## src/design/thermal_sensor_pkg.sv

```systemverilog
/*
  Shared constants and types for the bus-attached thermal sensor target:
  command codes, reset values, field positions, timebase and carriers.
  Assumes a single 200 MHz core clock in every user of this package.
*/
package thermal_sensor_pkg;

  // command codes
  localparam logic [7:0] CMD_NONE = 8'h00;
  localparam logic [7:0] CMD_TEMP_RD = 8'h01;
  localparam logic [7:0] CMD_STATUS_RD = 8'h02;
  localparam logic [7:0] CMD_CFG_RD = 8'h03;
  localparam logic [7:0] CMD_RATE_RD = 8'h04;
  localparam logic [7:0] CMD_HI_RD = 8'h07;
  localparam logic [7:0] CMD_LO_RD = 8'h08;
  localparam logic [7:0] CMD_CFG_WR = 8'h09;
  localparam logic [7:0] CMD_RATE_WR = 8'h0A;
  localparam logic [7:0] CMD_HI_WR = 8'h0D;
  localparam logic [7:0] CMD_LO_WR = 8'h0E;
  localparam logic [7:0] CMD_ONESHOT = 8'h0F;

  // values after reset
  localparam logic [7:0] TEMP_RST = 8'h00;
  localparam logic [7:0] CFG_RST = 8'h00;
  localparam logic [7:0] RATE_RST = 8'h02;
  localparam logic [7:0] HI_RST = 8'h7F;
  localparam logic [7:0] LO_RST = 8'hC9;

  // configuration field positions
  localparam int unsigned CFG_MASK_BIT = 7;
  localparam int unsigned CFG_STBY_BIT = 6;

  // bus addressing; the own address default is arbitrary
  localparam logic [6:0] ARA_ADDR = 7'h0C;
  localparam logic [6:0] DEV_ADDR_DFLT = 7'h4C;
  localparam logic [3:0] BYTE_BITS = 4'h8;

  // conversion timebase
  localparam int CLK_PERIOD_NS = 5;
  localparam int CONV_TICK_NS = 1000000;
  localparam int TICK_CYCLES = CONV_TICK_NS / CLK_PERIOD_NS;
  localparam logic [2:0] RATE_MAX = 3'h7;

  typedef struct packed {
    logic busy;
    logic [1:0] rsv_hi;
    logic upper_alarm_flag;
    logic lower_alarm_flag;
    logic open_fault;
    logic [1:0] rsv_lo;
  } status_t;

  typedef struct packed {
    logic scl;
    logic sda;
    logic conv_ack;
    logic diode_open;
  } pins_t;

  typedef enum logic [2:0] {
    ST_IDLE,
    ST_ADDR,
    ST_ACK,
    ST_CMD,
    ST_WDATA,
    ST_TX,
    ST_HACK,
    ST_IGNORE
  } bus_state_t;

endpackage : thermal_sensor_pkg

```

## src/design/conv_sched.sv

```systemverilog
/*
  Conversion scheduler: timed auto conversions, single-shot requests and
  a four-phase handshake to the converter. Assumes ack_s is already
  synchronised and the converter holds its result while ack is high.
*/
`timescale 1ns/100ps
`default_nettype none

module conv_sched
  import thermal_sensor_pkg::*;
#(
  parameter int TICK_CYC = TICK_CYCLES
) (
  // clock and reset
  input wire logic ref_clk,
  input wire logic rst,
  // control
  input wire logic standby,
  input wire logic [7:0] rate,
  input wire logic oneshot,
  // converter handshake
  input wire logic ack_s,
  output logic conv_req,
  output logic busy,
  output logic done
);

  localparam int TW = $clog2(TICK_CYC + 1);

  logic [TW-1:0] tick_cnt_q, tick_cnt_d;
  logic [7:0] ivl_cnt_q, ivl_cnt_d;
  logic req_q, req_d;
  logic ack_p_q;
  logic tick;
  logic due;
  logic [2:0] shift;
  logic [7:0] period;

  always_comb begin
    tick = (tick_cnt_q == TW'(TICK_CYC - 1));
    tick_cnt_d = tick ? '0 : tick_cnt_q + TW'(1);
    // faster rate code, shorter interval; codes above 7 clamp
    shift = RATE_MAX - ((rate > 8'(RATE_MAX)) ? RATE_MAX : rate[2:0]);
    period = 8'h01 << shift;
    busy = req_q | ack_s;
    due = 1'b0;
    ivl_cnt_d = ivl_cnt_q;
    if (standby) begin
      ivl_cnt_d = '0;
    end else if (tick) begin
      if (ivl_cnt_q >= period - 8'h01) begin
        due = 1'b1;
        ivl_cnt_d = '0;
      end else begin
        ivl_cnt_d = ivl_cnt_q + 8'h01;
      end
    end
    req_d = req_q;
    // a trigger while busy is dropped; in standby only the trigger starts one
    if (!busy && (oneshot || due)) begin
      req_d = 1'b1;
    end else if (ack_s) begin
      req_d = 1'b0;
    end
  end

  always_ff @(posedge ref_clk or posedge rst) begin
    if (rst) begin
      tick_cnt_q <= '0;
      ivl_cnt_q <= '0;
      req_q <= 1'b0;
      ack_p_q <= 1'b0;
    end else begin
      tick_cnt_q <= tick_cnt_d;
      ivl_cnt_q <= ivl_cnt_d;
      req_q <= req_d;
      ack_p_q <= ack_s;
    end
  end

  assign conv_req = req_q;
  assign done = ack_s & ~ack_p_q;

endmodule : conv_sched

`default_nettype wire

```

## src/design/pin_sync.sv

```systemverilog
/*
  Two-flop synchroniser for a group of asynchronous input levels.
  Assumes each bit is a slow level; no bus coherence across bits.
*/
`timescale 1ns/100ps
`default_nettype none

module pin_sync #(
  parameter int WIDTH = 4
) (
  // clock and reset
  input wire logic ref_clk,
  input wire logic rst,
  // levels
  input wire logic [WIDTH-1:0] raw,
  output logic [WIDTH-1:0] synced
);

  logic [WIDTH-1:0] meta_q;
  logic [WIDTH-1:0] sync_q;

  always_ff @(posedge ref_clk or posedge rst) begin
    if (rst) begin
      meta_q <= '0;
      sync_q <= '0;
    end else begin
      meta_q <= raw;
      sync_q <= meta_q;
    end
  end

  assign synced = sync_q;

endmodule : pin_sync

`default_nettype wire

```

## src/design/smbus_thermal_sensor_slave.sv

```systemverilog
/*
  Two-wire bus target for an on-package thermal sensor: packet decode,
  command pointer, sensor registers, limit comparison and alert line.
  Assumes open-drain pins resolved outside, a converter with a four-phase
  req/ack handshake, and bus pins sampled by the 200 MHz core clock.
*/
// Summary of operation
// - answer write, read, send, receive, alert-response packets
// - send byte carries only the single-shot trigger
// - receive byte returns last read-byte register, repeatedly; the code returns the register named by the last command byte of any packet
// - write byte: addr, command, data, each acknowledged
// - read byte: command, repeated start, target sends data
// - send byte: addr, command, acknowledged, then stop
// - receive byte: addr read, target sends data
// - alert query returns own address in upper bits
// - 01h reading resets zero; 02h status byte
// - 03h configuration readback; 04h rate resets 02h
// - 07h upper limit 7Fh; 08h lower C9h
// - 09h, 0Ah, 0Dh, 0Eh load the registers
// - code 0Fh starts a conversion at once
// - trigger during a conversion is discarded
// - standby trigger gives exactly one conversion
// - compare reading to limits, drive alert
// - one byte per conversion, one degree per step
// - alarm flags sticky, status read clears if gone
// - config bit 6 selects standby or auto conversion
// - config bit 7 masks alert and query answer; the code keeps driving an alert that was already pending
// - pointer resets to reserved code 00h
`timescale 1ns/100ps
`default_nettype none

module smbus_thermal_sensor_slave
  import thermal_sensor_pkg::*;
#(
  parameter logic [6:0] DEV_ADDR = DEV_ADDR_DFLT,
  parameter int TICK_CYC = TICK_CYCLES
) (
  // clock and reset
  input wire logic ref_clk,
  input wire logic rst,
  // bus pins
  input wire logic scl_in,
  input wire logic sda_in,
  output logic sda_out,
  output logic sda_oe,
  // alert pin, open drain
  input wire logic thermal_alert_n_in,
  output logic thermal_alert_n_out,
  output logic thermal_alert_n_oe,
  // converter
  output logic conv_req,
  input wire logic conv_ack,
  input wire logic [7:0] conv_value,
  input wire logic diode_open
);

  pins_t raw_pins;
  pins_t pins;
  logic conv_busy;
  logic conv_done;

  assign raw_pins = '{scl: scl_in, sda: sda_in, conv_ack: conv_ack, diode_open: diode_open};

  pin_sync #(
    .WIDTH($bits(pins_t))
  ) u_sync (
    .ref_clk(ref_clk),
    .rst(rst),
    .raw(raw_pins),
    .synced(pins)
  );

  // bus engine state
  bus_state_t st_q, st_d;
  bus_state_t after_q, after_d;
  logic [3:0] bitcnt_q, bitcnt_d;
  logic [7:0] sh_q, sh_d;
  logic [7:0] tx_q, tx_d;
  logic [7:0] cmd_q, cmd_d;
  logic [7:0] ptr_q, ptr_d;
  logic got_cmd_q, got_cmd_d;
  logic got_data_q, got_data_d;
  logic rs_q, rs_d;
  logic is_ara_q, is_ara_d;
  logic is_status_q, is_status_d;
  logic hack_q, hack_d;
  logic scl_p_q, sda_p_q;

  // sensor registers
  logic [7:0] temp_q, temp_d;
  logic [7:0] cfg_q, cfg_d;
  logic [7:0] rate_q, rate_d;
  logic [7:0] hi_q, hi_d;
  logic [7:0] lo_q, lo_d;
  logic hi_flag_q, hi_flag_d;
  logic lo_flag_q, lo_flag_d;
  logic alert_q, alert_d;

  // events between the groups
  logic scl_rise, scl_fall, bus_start, bus_stop;
  logic wr_en, oneshot, status_clr, ara_done;
  logic alert_armed;
  status_t status;
  logic [7:0] rd_data;

  assign scl_rise = pins.scl & ~scl_p_q;
  assign scl_fall = ~pins.scl & scl_p_q;
  assign bus_start = pins.scl & scl_p_q & sda_p_q & ~pins.sda;
  assign bus_stop = pins.scl & scl_p_q & ~sda_p_q & pins.sda;
  assign alert_armed = alert_q & ~cfg_q[CFG_MASK_BIT];

  always_comb begin
    status = '0;
    status.busy = conv_busy;
    status.upper_alarm_flag = hi_flag_q;
    status.lower_alarm_flag = lo_flag_q;
    status.open_fault = pins.diode_open;
    // reserved codes read as zero, which the host must treat as invalid
    case (ptr_q)
      CMD_TEMP_RD: rd_data = temp_q;
      CMD_STATUS_RD: rd_data = status;
      CMD_CFG_RD: rd_data = cfg_q;
      CMD_RATE_RD: rd_data = rate_q;
      CMD_HI_RD: rd_data = hi_q;
      CMD_LO_RD: rd_data = lo_q;
      default: rd_data = 8'h00;
    endcase
  end

  always_comb begin
    st_d = st_q;
    after_d = after_q;
    bitcnt_d = bitcnt_q;
    sh_d = sh_q;
    tx_d = tx_q;
    cmd_d = cmd_q;
    ptr_d = ptr_q;
    got_cmd_d = got_cmd_q;
    got_data_d = got_data_q;
    rs_d = rs_q;
    is_ara_d = is_ara_q;
    is_status_d = is_status_q;
    hack_d = hack_q;
    wr_en = 1'b0;
    oneshot = 1'b0;
    status_clr = 1'b0;
    ara_done = 1'b0;
    if (bus_start) begin
      // a start after a command byte is the repeated start of a read byte
      st_d = ST_ADDR;
      bitcnt_d = '0;
      rs_d = got_cmd_q;
    end else if (bus_stop) begin
      // command with no data and no repeated start is a send byte
      if (got_cmd_q && !got_data_q && !rs_q && cmd_q == CMD_ONESHOT) begin
        oneshot = 1'b1;
      end
      st_d = ST_IDLE;
      got_cmd_d = 1'b0;
      got_data_d = 1'b0;
      rs_d = 1'b0;
    end else begin
      case (st_q)
        ST_ADDR, ST_CMD, ST_WDATA: begin
          if (scl_rise) begin
            sh_d = {sh_q[6:0], pins.sda};
            bitcnt_d = bitcnt_q + 4'h1;
          end else if (scl_fall && bitcnt_q == BYTE_BITS) begin
            bitcnt_d = '0;
            st_d = ST_ACK;
            case (st_q)
              ST_ADDR: begin
                if (sh_q[7:1] == DEV_ADDR) begin
                  is_ara_d = 1'b0;
                  is_status_d = (ptr_q == CMD_STATUS_RD);
                  tx_d = rd_data;
                  after_d = sh_q[0] ? ST_TX : ST_CMD;
                end else if (sh_q[7:1] == ARA_ADDR && sh_q[0] && alert_armed) begin
                  is_ara_d = 1'b1;
                  is_status_d = 1'b0;
                  tx_d = {DEV_ADDR, 1'b1};
                  after_d = ST_TX;
                end else begin
                  st_d = ST_IGNORE;
                end
              end
              ST_CMD: begin
                cmd_d = sh_q;
                ptr_d = sh_q;
                got_cmd_d = 1'b1;
                after_d = ST_WDATA;
              end
              default: begin
                // only the first data byte is taken; more are not acknowledged
                wr_en = ~got_data_q;
                got_data_d = 1'b1;
                if (got_data_q) begin
                  st_d = ST_IGNORE;
                end
                after_d = ST_IGNORE;
              end
            endcase
          end
        end
        ST_ACK: begin
          if (scl_fall) begin
            st_d = after_q;
            bitcnt_d = '0;
          end
        end
        ST_TX: begin
          if (scl_rise) begin
            bitcnt_d = bitcnt_q + 4'h1;
          end else if (scl_fall) begin
            if (bitcnt_q == BYTE_BITS) begin
              st_d = ST_HACK;
            end else begin
              tx_d = {tx_q[6:0], 1'b1};
            end
          end
        end
        ST_HACK: begin
          if (scl_rise) begin
            hack_d = ~pins.sda;
            ara_done = is_ara_q;
            status_clr = is_status_q;
          end else if (scl_fall) begin
            // host ack asks for the same register again
            if (hack_q && !is_ara_q) begin
              tx_d = rd_data;
              st_d = ST_TX;
              bitcnt_d = '0;
            end else begin
              st_d = ST_IGNORE;
            end
          end
        end
        ST_IDLE, ST_IGNORE: begin
          st_d = st_q;
        end
        default: begin
          st_d = ST_IDLE;
        end
      endcase
    end
  end

  always_ff @(posedge ref_clk or posedge rst) begin
    if (rst) begin
      st_q <= ST_IDLE;
      after_q <= ST_IDLE;
      bitcnt_q <= '0;
      sh_q <= 8'h00;
      tx_q <= 8'hFF;
      cmd_q <= CMD_NONE;
      ptr_q <= CMD_NONE;
      got_cmd_q <= 1'b0;
      got_data_q <= 1'b0;
      rs_q <= 1'b0;
      is_ara_q <= 1'b0;
      is_status_q <= 1'b0;
      hack_q <= 1'b0;
      scl_p_q <= 1'b1;
      sda_p_q <= 1'b1;
    end else begin
      st_q <= st_d;
      after_q <= after_d;
      bitcnt_q <= bitcnt_d;
      sh_q <= sh_d;
      tx_q <= tx_d;
      cmd_q <= cmd_d;
      ptr_q <= ptr_d;
      got_cmd_q <= got_cmd_d;
      got_data_q <= got_data_d;
      rs_q <= rs_d;
      is_ara_q <= is_ara_d;
      is_status_q <= is_status_d;
      hack_q <= hack_d;
      scl_p_q <= pins.scl;
      sda_p_q <= pins.sda;
    end
  end

  // open drain: only ever pull low, and switch only while scl is low after a fall
  assign sda_out = 1'b0;
  assign sda_oe = (st_q == ST_ACK) | ((st_q == ST_TX) & ~tx_q[7]);

  conv_sched #(
    .TICK_CYC(TICK_CYC)
  ) u_sched (
    .ref_clk(ref_clk),
    .rst(rst),
    .standby(cfg_q[CFG_STBY_BIT]),
    .rate(rate_q),
    .oneshot(oneshot),
    .ack_s(pins.conv_ack),
    .conv_req(conv_req),
    .busy(conv_busy),
    .done(conv_done)
  );

  // limits are signed so the C9h low limit means minus 55 degrees
  logic set_hi, set_lo, hold_hi, hold_lo;

  always_comb begin
    set_hi = conv_done & ($signed(conv_value) >= $signed(hi_q));
    set_lo = conv_done & ($signed(conv_value) <= $signed(lo_q));
    hold_hi = $signed(temp_q) >= $signed(hi_q);
    hold_lo = $signed(temp_q) <= $signed(lo_q);
    temp_d = conv_done ? conv_value : temp_q;
    cfg_d = cfg_q;
    rate_d = rate_q;
    hi_d = hi_q;
    lo_d = lo_q;
    if (wr_en) begin
      case (cmd_q)
        CMD_CFG_WR: cfg_d = sh_q;
        CMD_RATE_WR: rate_d = sh_q;
        CMD_HI_WR: hi_d = sh_q;
        CMD_LO_WR: lo_d = sh_q;
        default: cfg_d = cfg_q;
      endcase
    end
    // a new alarm wins over the clear of the same cycle
    hi_flag_d = (hi_flag_q & ~(status_clr & ~hold_hi)) | set_hi;
    lo_flag_d = (lo_flag_q & ~(status_clr & ~hold_lo)) | set_lo;
    // masking stops new alerts but does not release a pending one
    alert_d = (alert_q & ~ara_done) | ((set_hi | set_lo) & ~cfg_q[CFG_MASK_BIT]);
  end

  always_ff @(posedge ref_clk or posedge rst) begin
    if (rst) begin
      temp_q <= TEMP_RST;
      cfg_q <= CFG_RST;
      rate_q <= RATE_RST;
      hi_q <= HI_RST;
      lo_q <= LO_RST;
      hi_flag_q <= 1'b0;
      lo_flag_q <= 1'b0;
      alert_q <= 1'b0;
    end else begin
      temp_q <= temp_d;
      cfg_q <= cfg_d;
      rate_q <= rate_d;
      hi_q <= hi_d;
      lo_q <= lo_d;
      hi_flag_q <= hi_flag_d;
      lo_flag_q <= lo_flag_d;
      alert_q <= alert_d;
    end
  end

  // the line level is not needed; the wired state is not sensed back
  assign thermal_alert_n_out = 1'b0;
  assign thermal_alert_n_oe = alert_q;

endmodule : smbus_thermal_sensor_slave

`default_nettype wire

```

## config.mk

```make
export PLATFORM = sky130hd
export DESIGN_NAME = smbus_thermal_sensor_slave
export DESIGN_NICKNAME = d
export VERILOG_FILES = /design/src/design/thermal_sensor_pkg.sv /design/src/design/conv_sched.sv /design/src/design/pin_sync.sv /design/src/design/smbus_thermal_sensor_slave.sv
export SDC_FILE = /design/constraint.sdc
export NUM_CORES = 1
export LEC_CHECK = 0
export ABC_AREA = 1
export BUFFER_PORTS_ARGS = -buffer_cell sky130_fd_sc_hd__buf_2
export CORE_MARGIN = 3
export CORE_UTILIZATION = 25
export DETAILED_ROUTE_END_ITERATION = 12
export GPL_TIMING_DRIVEN = 0
export PLACE_DENSITY = 0.5
export SLEW_MARGIN = 5
export SYNTH_ARGS = -nofsm -noshare
export SYNTH_HDL_FRONTEND = slang
export SYNTH_SLANG_ARGS = --single-unit
```

## constraint.sdc

```tcl
create_clock -name ref_clk -period 4.1 [get_ports ref_clk]
set_input_delay 0 -clock ref_clk [delete_from_list [all_inputs] [get_ports ref_clk]]
set_output_delay 0 -clock ref_clk [all_outputs]
set_load 0.01 [all_outputs]
```

# Word level (Yosys, flattened, before mapping)
# Index checks and enable logic that the tools add are counted.
[classes]
eq_ne = 51
shifts = 1
magnitude_cmp = 6
n_addsub = 5
n_mux = 86
n_bitwise = 40
reduce_logical = 40
[op_table]
columns = ["op", "n"]
rows = [
  ["8-bit 2-to-1 mux", 14],
  ["3-bit 2-to-1 mux", 17],
  ["8-bit by 4-bit == test with 1-bit output (second input constant)", 6],
  ["8-bit one-hot mux with 6 select lines", 1],
  ["1-bit 2-to-1 mux", 38],
  ["4-bit 2-to-1 mux", 9],
  ["4-bit != test (second input constant)", 9],
  ["8-bit >= comparator", 3],
  ["3-bit != test (second input constant)", 8],
  ["8-bit one-hot mux with 3 select lines", 1],
  ["2-bit != test (second input constant)", 10],
  ["18-bit by 1-bit adder with 18-bit output (second input constant)", 1],
  ["1-bit bitwise AND", 18],
  ["18-bit == test (second input constant)", 1],
  ["18-bit 2-to-1 mux", 1],
  ["8-bit by 2-bit == test with 1-bit output (second input constant)", 2],
  ["8-bit by 3-bit == test with 1-bit output (second input constant)", 2],
  ["8-bit less-or-equal comparator", 2],
  ["1-bit inverter", 16],
  ["4-bit one-hot mux with 4 select lines", 1],
  ["2-bit nonzero test", 7],
  ["13-bit AND reduction", 1],
  ["3-bit == test (second input constant)", 4],
  ["3-bit one-hot mux with 2 select lines", 2],
  ["31 further kinds", 55],
]
[word_totals]
output_inout_bits = 5
regBits = 121

# Longest topological paths before layout
# Gate-level depths: netlist of the first run.
[logic_depth]
word_depth = 12
mapped_depth = 16
ltp_nobuf = 16

# Cells and area by module
# From an unflattened synthesis of the first run, not the netlist that was laid out.
[hier_totals]
cells_unflattened = 951
area_unflattened_um2 = 7181.9
[modules_own_cells]
columns = ["module", "n_inst", "area_per_inst_um2", "cells_each", "seq_area_each_um2"]
rows = [
  ["smbus_thermal_sensor_slave", 1, 5079.9, 676, 2154.6],
  ["conv_sched", 1, 1898.1, 266, 700.7],
  ["pin_sync", 1, 203.9, 9, 200.2],
]

# Worst setup path after synthesis of the first run
# Ideal clock, no wire load.
[synth_path]
kind = "reg2reg"
startpoint = "reg rate_q[4]"
endpoint = "reg u_sched.ivl_cnt_q[4]"
setup_slack_ns = 1.637
stages_incl_launch_ff = 17
path_buffers = 0
setup_time_ns = 0.127
t_arrival_ns = 2.336
period_less_slack_ns = 2.463
cell_sequence = "dfrtp_1 > nor3_1 > nand3_1 > nor2_1 > nor2_1 > o21ai_0 > ha_1 > o21ai_0 > xnor2_1 > ha_1 > nand2_1 > nor2_1 > nand4_1 > nand3_1 > inv_1 > nand3_1 > o21ai_0"
[synth_between]
elab_chain_cells = 9
[synth_lines]
columns = ["item", "line_no", "source"]
rows = [
  ["start, declared", "smbus_thermal_sensor_slave.sv:92", "logic [7:0] rate_q, rate_d;"],
  ["start signal, assigned", "smbus_thermal_sensor_slave.sv:344", "rate_q <= rate_d;"],
  ["8-bit by 3-bit greater-than comparator with 1-bit output", "conv_sched.sv:43", "shift = RATE_MAX - ((rate > 8'(RATE_MAX)) ? RATE_MAX : rate[2:0]);"],
  ["3-bit 2-to-1 mux", "conv_sched.sv:43", ""],
  ["3-bit subtractor", "conv_sched.sv:43", ""],
  ["1-bit by 3-bit << shifter with 8-bit output", "conv_sched.sv:44", "period = 8'h01 << shift;"],
  ["8-bit by 1-bit subtractor with 8-bit output", "conv_sched.sv:51", "if (ivl_cnt_q >= period - 8'h01) begin"],
  ["8-bit >= comparator", "conv_sched.sv:51", ""],
  ["8-bit 2-to-1 mux", "conv_sched.sv:51", ""],
  ["8-bit 2-to-1 mux", "conv_sched.sv:50", "end else if (tick) begin"],
  ["8-bit 2-to-1 mux", "conv_sched.sv:48", "if (standby) begin"],
  ["end signal, assigned", "conv_sched.sv:75", "ivl_cnt_q <= ivl_cnt_d;"],
  ["end, declared", "conv_sched.sv:31", "logic [7:0] ivl_cnt_q, ivl_cnt_d;"],
]
# Every way passes these cells. The select of a mux whose other input is x is not followed.
# A chain may end at the register's enable or synchronous reset.

# Worst setup path after layout of the first run
[layout_path]
startpoint = "reg rate_q[3]"
endpoint = "reg u_sched.ivl_cnt_q[0]"
# The elaborated chain is that of the path after synthesis.

==> metrics.md, run 1 <==
| Metric | Value |
|---|---|
| Status | `finished, final reports clean` |
| Met1 Wirelength | `9.495 mm` |
| Drt drc | `0` |
| Top routing layer used | `met4` |
| Max Slew Vio Count | `0` |
| Post-synthesis sequential area ratio | `between 40% and 50%` |
| RSZ-0062 raised after global routing | `no` |
| CP Capture Point | `u_sched.ivl_cnt_q[0]` |
| Final #Nets | `1050` |
| Hold crit path type | `in2reg` |
| Depth of the CTS H-tree | `4` |
| Pwr Total | `~4.5 mW` |
| Sequential share of power | `33.4%` |
| CORE AREA | `28860 um2` |
| Sw Share | `approximately 34%` |
| RD Place Congestion | `0.8552` |
| Sink Count | `121` |
| Distinct cells, synth | `51` |
| Chip width | `roughly 180 um` |
| Met3 wire len | `603 um` |
| Clock Tree Root | `clkbuf_16` |
| Post-route ant nets | `0` |
| Die area | `31610 um2` |
| Reg2Reg Setup Slack | `1050 ps` |
| Worst-path cell chain | `nor3_1 -> nand3_1 -> nor2_1 -> nor2_1 -> o21ai_0 -> ha_1 -> o21ai_0 -> xnor2_1 -> ha_1 -> nand2_1 -> nor2_1 -> nand4_1 -> nand3_1 -> nor3_1 -> nand2_1 -> o21ai_0` |
| Layout area overhead | `19.15%` |
| Clock latency at the later pin of the worst-skew pair | `420 ps` |
| Crit Path Category | `reg2reg` |
| IR drop worst, VDD | `0.2741 mV` |
| Endpoints failing hold | `0` |
| Total iterations of the first detailed-routing run | `5` |
| Max_slew headroom | `a little under three fifths` |
| Initial Utilization | `25.56%` |
| Vias per Instance | `4.474` |
| I/O pin total | `20` |
| Routed WL | `19.04 mm` |
| WL/cell | `13.73 um` |
| Period Utilization, post-route | `74.39%` |
| Post-Syn Area | `about 7400 um2` |
| Largest net degree at the start of global routing | `69` |
| CP startpoint | `rate_q[3]` |
| Post-layout util | `30.46%` |
| GRT Overall Usage | `about an eighth` |
| WP depth | `16` |
| Final setup fails | `0` |
| Delay-heaviest family, CP | `simple AND/OR/NAND/NOR gates` |
| Initial antenna violation count | `0` |
| CP startpoint kind | `register` |
| Clk pwr share | `39.3%` |
| Filler Cells Inserted | `3140` |
| Max-cap violations | `0` |
| Site row count | `62` |
| Reg-to-reg critical path startpoint | `rate_q[3]` |
| First-pass GRT wire length | `31.89 mm` |
| Synth warn | `0` |
| WP buf/inv | `0` |
| Clock Pin Slew Worst Setup and Hold Paths | `around 60 ps` |
| Via count | `6206` |
| Crit path required time | `4430 ps` |
| Half-perimeter wire length after placement | `roughly 14 mm` |
| Vias in the first global route | `6111` |
| Metal2 WL | `8.619 mm` |
| Initial DRC count | `~460` |
| Critical path endpoint category | `register` |
| Most common cell after layout, fill and taps aside | `nand2_1` |
| CP peak stage delay | `400 ps` |
| Worst Max-Slew Pin Slew | `around 660 ps` |
| Die Y | `177.8 um` |
| CTS tree | `built` |
| R2r endpoint | `u_sched.ivl_cnt_q[0]` |
| Share of layout cells above drive strength 1 | `between 10% and 20%` |
| Min Tclk post-route | `3050 ps` |
| Syn Inst Count | `940` |
| Max Freq | `327.9 MHz` |
| Slowest CP cell | `dfrtp_1` |
| CTS buffer count | `17` |
| CP Max Fanout | `3` |
| Clock Skew | `between 7 and 8 ps` |
| Hold Buf Count CTS | `13` |
| Clock tree buffer depth | `2` |
| Crit path arrival time | `about 3400 ps` |
| Post-CTS Setup Repair Bufs | `0` |
| Resize count post-CTS | `0` |
| Post-synthesis register bit count | `121` |
| Net Sw Power | `1.528 mW` |
| Antenna cell count | `0` |
| Power Dens Cells | `506.7 nW/um2` |
| Leak Pwr | `4.160 nW` |
| Gate power share | `27.3%` |
| Commonest cells after routing, fill and taps aside | `nand2_1 (236), inv_1 (135), dfrtp_1 (99)` |
| Mean Syn Cell Area | `around 7.8 um2` |
| P_int | `roughly 2.9 mW` |
| Overflow after GRT | `0` |
| I/O Buffers | `16` |
| Reg2reg path depth | `16` |
-- layout make-up --
| class | instances | area (um2) | area share [%] |
|---|---|---|---|
| plain buffers | 11 | 91.34 | 1.039 |
| repair buffers | 30 | 237.7 | 2.705 |
| flip-flops and latches | 121 | 3055 | 34.76 |
| clock buffers | 21 | 470.5 | 5.352 |
| inverters | 146 | 555.5 | 6.320 |
| well taps | 384 | 480.5 | 5.466 |
| clock inverters | 11 | 215.2 | 2.448 |
| multi-input cells | 663 | 3684 | 41.91 |
-- metal layers --
metal	GRT usage [%]	vias to the layer above
li1	-	3160
met1	17.85	2918
met2	20.05	107
met3	2.460	21
met4	3.861	0
met5	0	-
-- stage by stage --
step,area [um2],hold slack [ps],cells,TNS (ps),worst slack [ps]
after floorplan,7381,31.43,941,0,922.2
after global placement,7941,109.1,1341,-80000,-823.6
after detailed placement,7974,109.3,1342,0,1029
after CTS,8790,196.0,1387,0,1014
after global routing,8790,222.8,1387,0,619.0
final,8790,211.7,1387,0,1050
-- power groups by stage --
stage                     Sequential [mW]  Combinational (mW)  Clock, mW
final                                1.49                1.22       1.75
after global routing                 1.51                1.40       1.84
after detailed placement             1.51                1.21          0
after global placement               1.51                1.20          0
after CTS                            1.49                1.23       1.79
after floorplan                      1.47               0.945          0
-- synth_stat cells (all sizes together) --
library cell / count / share of area (%)
or2: 5 / 0.42
o41ai: 1 / 0.12
buf: 9 / 1.1
nand3b: 3 / 0.31
dfstp: 22 / 7.8
conb: 2 / 0.10
o311ai: 1 / 0.12
a21oi: 31 / 2.2
o2111ai: 1 / 0.12
o21bai: 1 / 0.10
o21ai: 96 / 7.6
a211oi: 2 / 0.20
nor3: 18 / 1.4
nor2: 91 / 5.8
xnor2: 3 / 0.36
nor4: 4 / 0.34
a41oi: 1 / 0.12
o211a: 1 / 0.14
or3b: 1 / 0.12
clkbuf: 2 / 0.10
dfrtp: 99 / 34
inv: 146 / 7.5
ha: 45 / 7.6
o21a: 5 / 0.51
o211ai: 2 / 0.20
a31oi: 4 / 0.34
nand4: 19 / 2.4
a21o: 1 / 0.10
a22oi: 3 / 0.31
o22ai: 2 / 0.17
nand2: 244 / 13
xor2: 9 / 1.1
nand3: 66 / 4.7
-- worst min-delay path by stage --
stage	start	end	cells after the start
6_report	conv_ack	u_sync.meta_q[1]	2
5_1_grt	conv_ack	u_sync.meta_q[1]	2
4_1_cts	diode_open	u_sync.meta_q[0]	2
3_5_place_dp	conv_ack	u_sync.meta_q[1]	1
3_3_place_gp	diode_open	u_sync.meta_q[0]	1
2_1_floorplan	diode_open	u_sync.meta_q[0]	0
-- flip-flops by register name, indices dropped and copies added (netlist names), 3 cells and up --
name	count
rate_q	8
u_sched.ivl_cnt_q	8
tx_q	8
sh_q	8
cfg_q	8
u_sched.tick_cnt_q	18
lo_q	8
bitcnt_q	4
ptr_q	8
hi_q	8
temp_q	8
u_sync.meta_q	4
u_sync.synced	4
st_q	3
after_q	3
-- cells by family after synthesis --
| kind of cell | count (synthesis) | share of synthesized area, % |
|---|---|---|
| AOI/OAI and AO/OA | 152 | 12.33 |
| other | 2 | 0.1018 |
| DFF | 121 | 41.42 |
| buffers and inverters | 157 | 8.701 |
| xor gates and xnor gates | 12 | 1.425 |
| and+or+nand+nor | 451 | 28.39 |
| adders and majority gates | 45 | 7.632 |
(Power assumes the default switching activity.)
==> run 2: changes to the inputs <==
==> constraint.sdc (replaced) <==
create_clock -name ref_clk -period 3.05 [get_ports ref_clk]
set_input_delay 0 -clock ref_clk [delete_from_list [all_inputs] [get_ports ref_clk]]
set_output_delay 0 -clock ref_clk [all_outputs]
set_load 0.01 [all_outputs]
==> metrics.md, run 2 (same netlist as run 1, synthesis figures left out) <==
| Metric | Value |
|---|---|
| Status | `finished, final reports clean` |
| Filler Cells Inserted | `3144 (+0.13%)` |
| CP startpoint kind | `register` |
| First-pass GRT wire length | `31.52 mm (-1.2%)` |
| CP peak stage delay | `410 ps (about the same)` |
| I/O Buffers | `16 (unchanged)` |
| Clk pwr share | `36.0% (-3.3 points)` |
| Clock Skew | `13.38 ps (+5.402 ps)` |
| Initial Utilization | `25.56% (unchanged)` |
| Drt drc | `0 (unchanged)` |
| Net Sw Power | `2.071 mW (+36%)` |
| P_int | `3.601 mW (+23%)` |
| Vias per Instance | `4.421 (-1.2%)` |
| Crit path arrival time | `3030 ps (-350 ps)` |
| Pwr Total | `5.673 mW (+27%)` |
| R2r endpoint | `u_sched.ivl_cnt_q[4]` |
| Clock Tree Root | `clkbuf_16` |
| Sink Count | `121 (unchanged)` |
| Clock Pin Slew Worst Setup and Hold Paths | `60 ps (about the same)` |
| Power Dens Cells | `647.7 nW/um2 (+28%)` |
| Chip width | `177.8 um (unchanged)` |
| Share of layout cells above drive strength 1 | `15.12% (+0.77 points)` |
| Initial DRC count | `331 (-27%)` |
| IR drop worst, VDD | `0.3465 mV (+26%)` |
| CP startpoint | `rate_q[4]` |
| Sw Share | `36.51% (+2.2 points)` |
| Reg-to-reg critical path startpoint | `rate_q[4]` |
| Endpoints failing hold | `0 (unchanged)` |
| Clock latency at the later pin of the worst-skew pair | `430 ps (about the same)` |
| Layout area overhead | `18.72%` |
| Largest Register | `u_sched.tick_cnt_q` |
| Hold WS | `116.1 ps (-95.58 ps)` |
| Gate power share | `28.8% (+1.5 points)` |
| RSZ-0062 raised after global routing | `no` |
| Initial antenna violation count | `0 (unchanged)` |
| Post-CTS Setup Repair Bufs | `0 (unchanged)` |
| Crit path required time | `3350 ps (-1080 ps)` |
| Worst-path cell chain | `nor3_4 -> nand3_2 -> nor2_2 -> nor2_1 -> o21ai_0 -> ha_2 -> o21ai_0 -> xnor2_1 -> ha_1 -> nand2_1 -> nor2_1 -> nand4_1 -> nand3_2 -> inv_1 -> nand3_1 -> o21ai_0` |
| Critical path endpoint category | `register` |
| Crit Path Category | `reg2reg` |
| CORE AREA | `28860 um2 (unchanged)` |
| Max FFs per register | `18 (unchanged)` |
| Routed WL | `19.00 mm (-0.22%)` |
| Period Utilization, post-route | `89.51% (+15 points)` |
| Die Y | `177.8 um (unchanged)` |
| Max Freq | `366.3 MHz (+12%)` |
| Final setup fails | `0 (unchanged)` |
| Antenna cell count | `0 (unchanged)` |
| Hold crit path type | `in2async` |
| Reg2Reg Setup Slack | `320 ps (-730 ps)` |
| Overflow after GRT | `0 (unchanged)` |
| Clock tree buffer depth | `2 (unchanged)` |
| Post-route setup TNS | `0 ps (unchanged)` |
| Dpl ws | `43.45 ps (-985.5 ps)` |
| I/O pin total | `20 (unchanged)` |
| WL/cell | `13.68 um (-0.36%)` |
| Final #Nets | `1052 (+0.19%)` |
| CTS tree | `built` |
| Commonest cells after routing, fill and taps aside | `nand2_1 (236), inv_1 (135), dfrtp_1 (99)` |
| Largest net degree at the start of global routing | `38 (-45%)` |
| CP Max Fanout | `5 (+2)` |
| Die area | `31610 um2 (unchanged)` |
| Leak Pwr | `4.140 nW (-0.48%)` |
| Max Slew Vio Count | `0 (unchanged)` |
| Depth of the CTS H-tree | `4 (unchanged)` |
| Max-cap violations | `0 (unchanged)` |
| Half-perimeter wire length after placement | `14.47 mm (+0.33%)` |
| Site row count | `62 (unchanged)` |
| GRT Overall Usage | `12.77% (-0.027 points)` |
| Vias in the first global route | `6090 (-0.34%)` |
| Reg2reg path depth | `16 (unchanged)` |
| RD Place Congestion | `0.8821 (+3.1%)` |
| Post-route ant nets | `0 (unchanged)` |
| CTS buffer count | `17 (unchanged)` |
| CP dominant cell by count | `o21ai_0` |
| Most common cell after layout, fill and taps aside | `nand2_1` |
| Min Tclk post-route | `2730 ps (-320.0 ps)` |
| Fin worst setup slack | `320.1 ps (-730.0 ps)` |
| Slowest CP cell | `dfrtp_1` |
| Total iterations of the first detailed-routing run | `5 (unchanged)` |
| Via count | `6141 (-1.0%)` |
| Sequential share of power | `35.2% (+1.8 points)` |
-- run 2: cell types whose count changed in the layout (fill, tap and decap cells not counted), moves of 2 or more --
cell / before / now
buf_12: 0 / 3
clkinv_2: 2 / 4
nand3_2: 1 / 3
clkinv_4: 1 / 3
bufinv_16: 6 / 2
clkinvlp_4: 1 / 3
nor3_1: 17 / 15
nand3_1: 64 / 62
inv_6: 2 / 0
-- run 2: how the worst max path moves through the flow --
stage,endpoint,slack (ps)
6_report,u_sched.ivl_cnt_q[4],320
4_1_cts,u_sched.ivl_cnt_q[1],20
2_1_floorplan,u_sched.ivl_cnt_q[4],590
5_1_grt,u_sched.ivl_cnt_q[3],2
3_3_place_gp,u_sched.ivl_cnt_q[6],60
3_5_place_dp,u_sched.ivl_cnt_q[6],40
-- run 2: area by class of cell --
cell class | count | area [um2] | share of cell area (%)
multi-input combinational | 663 | 3715 | 42.41
sequential | 121 | 3055 | 34.89
inverter | 146 | 554.3 | 6.329
tap | 384 | 480.5 | 5.486
clock buffer | 21 | 470.5 | 5.371
timing repair buffer | 32 | 270.3 | 3.086
clock inverter | 11 | 121.4 | 1.386
buffer | 11 | 91.34 | 1.043
-- run 2: critical path: cells and delay by family (launching register included) --
| family | cells | cell delay (ps) |
|---|---|---|
| xor+xnor | 1 | 150 |
| buf+inv | 1 | 100 |
| simple gates | 9 | 1100 |
| flops | 1 | 410 |
| fa+ha+maj | 2 | 520 |
| compound gates | 3 | 320 |
-- run 2: through the flow --
stage	cells	area (um2)	util, %
2_1_floorplan	941	7385	-
3_3_place_gp	1341	7945	27.53
3_5_place_dp	1344	8005	27.74
4_1_cts	1389	8727	30.24
5_1_grt	1389	8758	30.35
6_report	1389	8758	30.35
-- run 2: what timing repair did --
action                                 4_1_cts  5_1_grt
endpoints found under the hold margin       86        0
gates resized for setup                      0        7
hold buffers                                13        0
setup endpoints to repair                    0        9
-- run 2: metal layers --
| layer | wire, um | GRT usage (%) | up-vias |
|---|---|---|---|
| li1 | - | - | 3167 |
| met1 | 9387 | 17.44 | 2858 |
| met2 | 8628 | 20.41 | 91 |
| met3 | 644 | 2.332 | 25 |
| met4 | 337 | 4.188 | 0 |
| met5 | 0 | 0 | - |
-- run 2: power by group through the flow --
stage	Clock [mW]	Sequential [mW]	Combinational, mW
6_report	2.04	2.00	1.63
5_1_grt	2.17	2.02	1.89
4_1_cts	2.10	2.00	1.65
3_5_place_dp	0	2.02	1.63
3_3_place_gp	0	2.02	1.61
2_1_floorplan	0	1.98	1.27
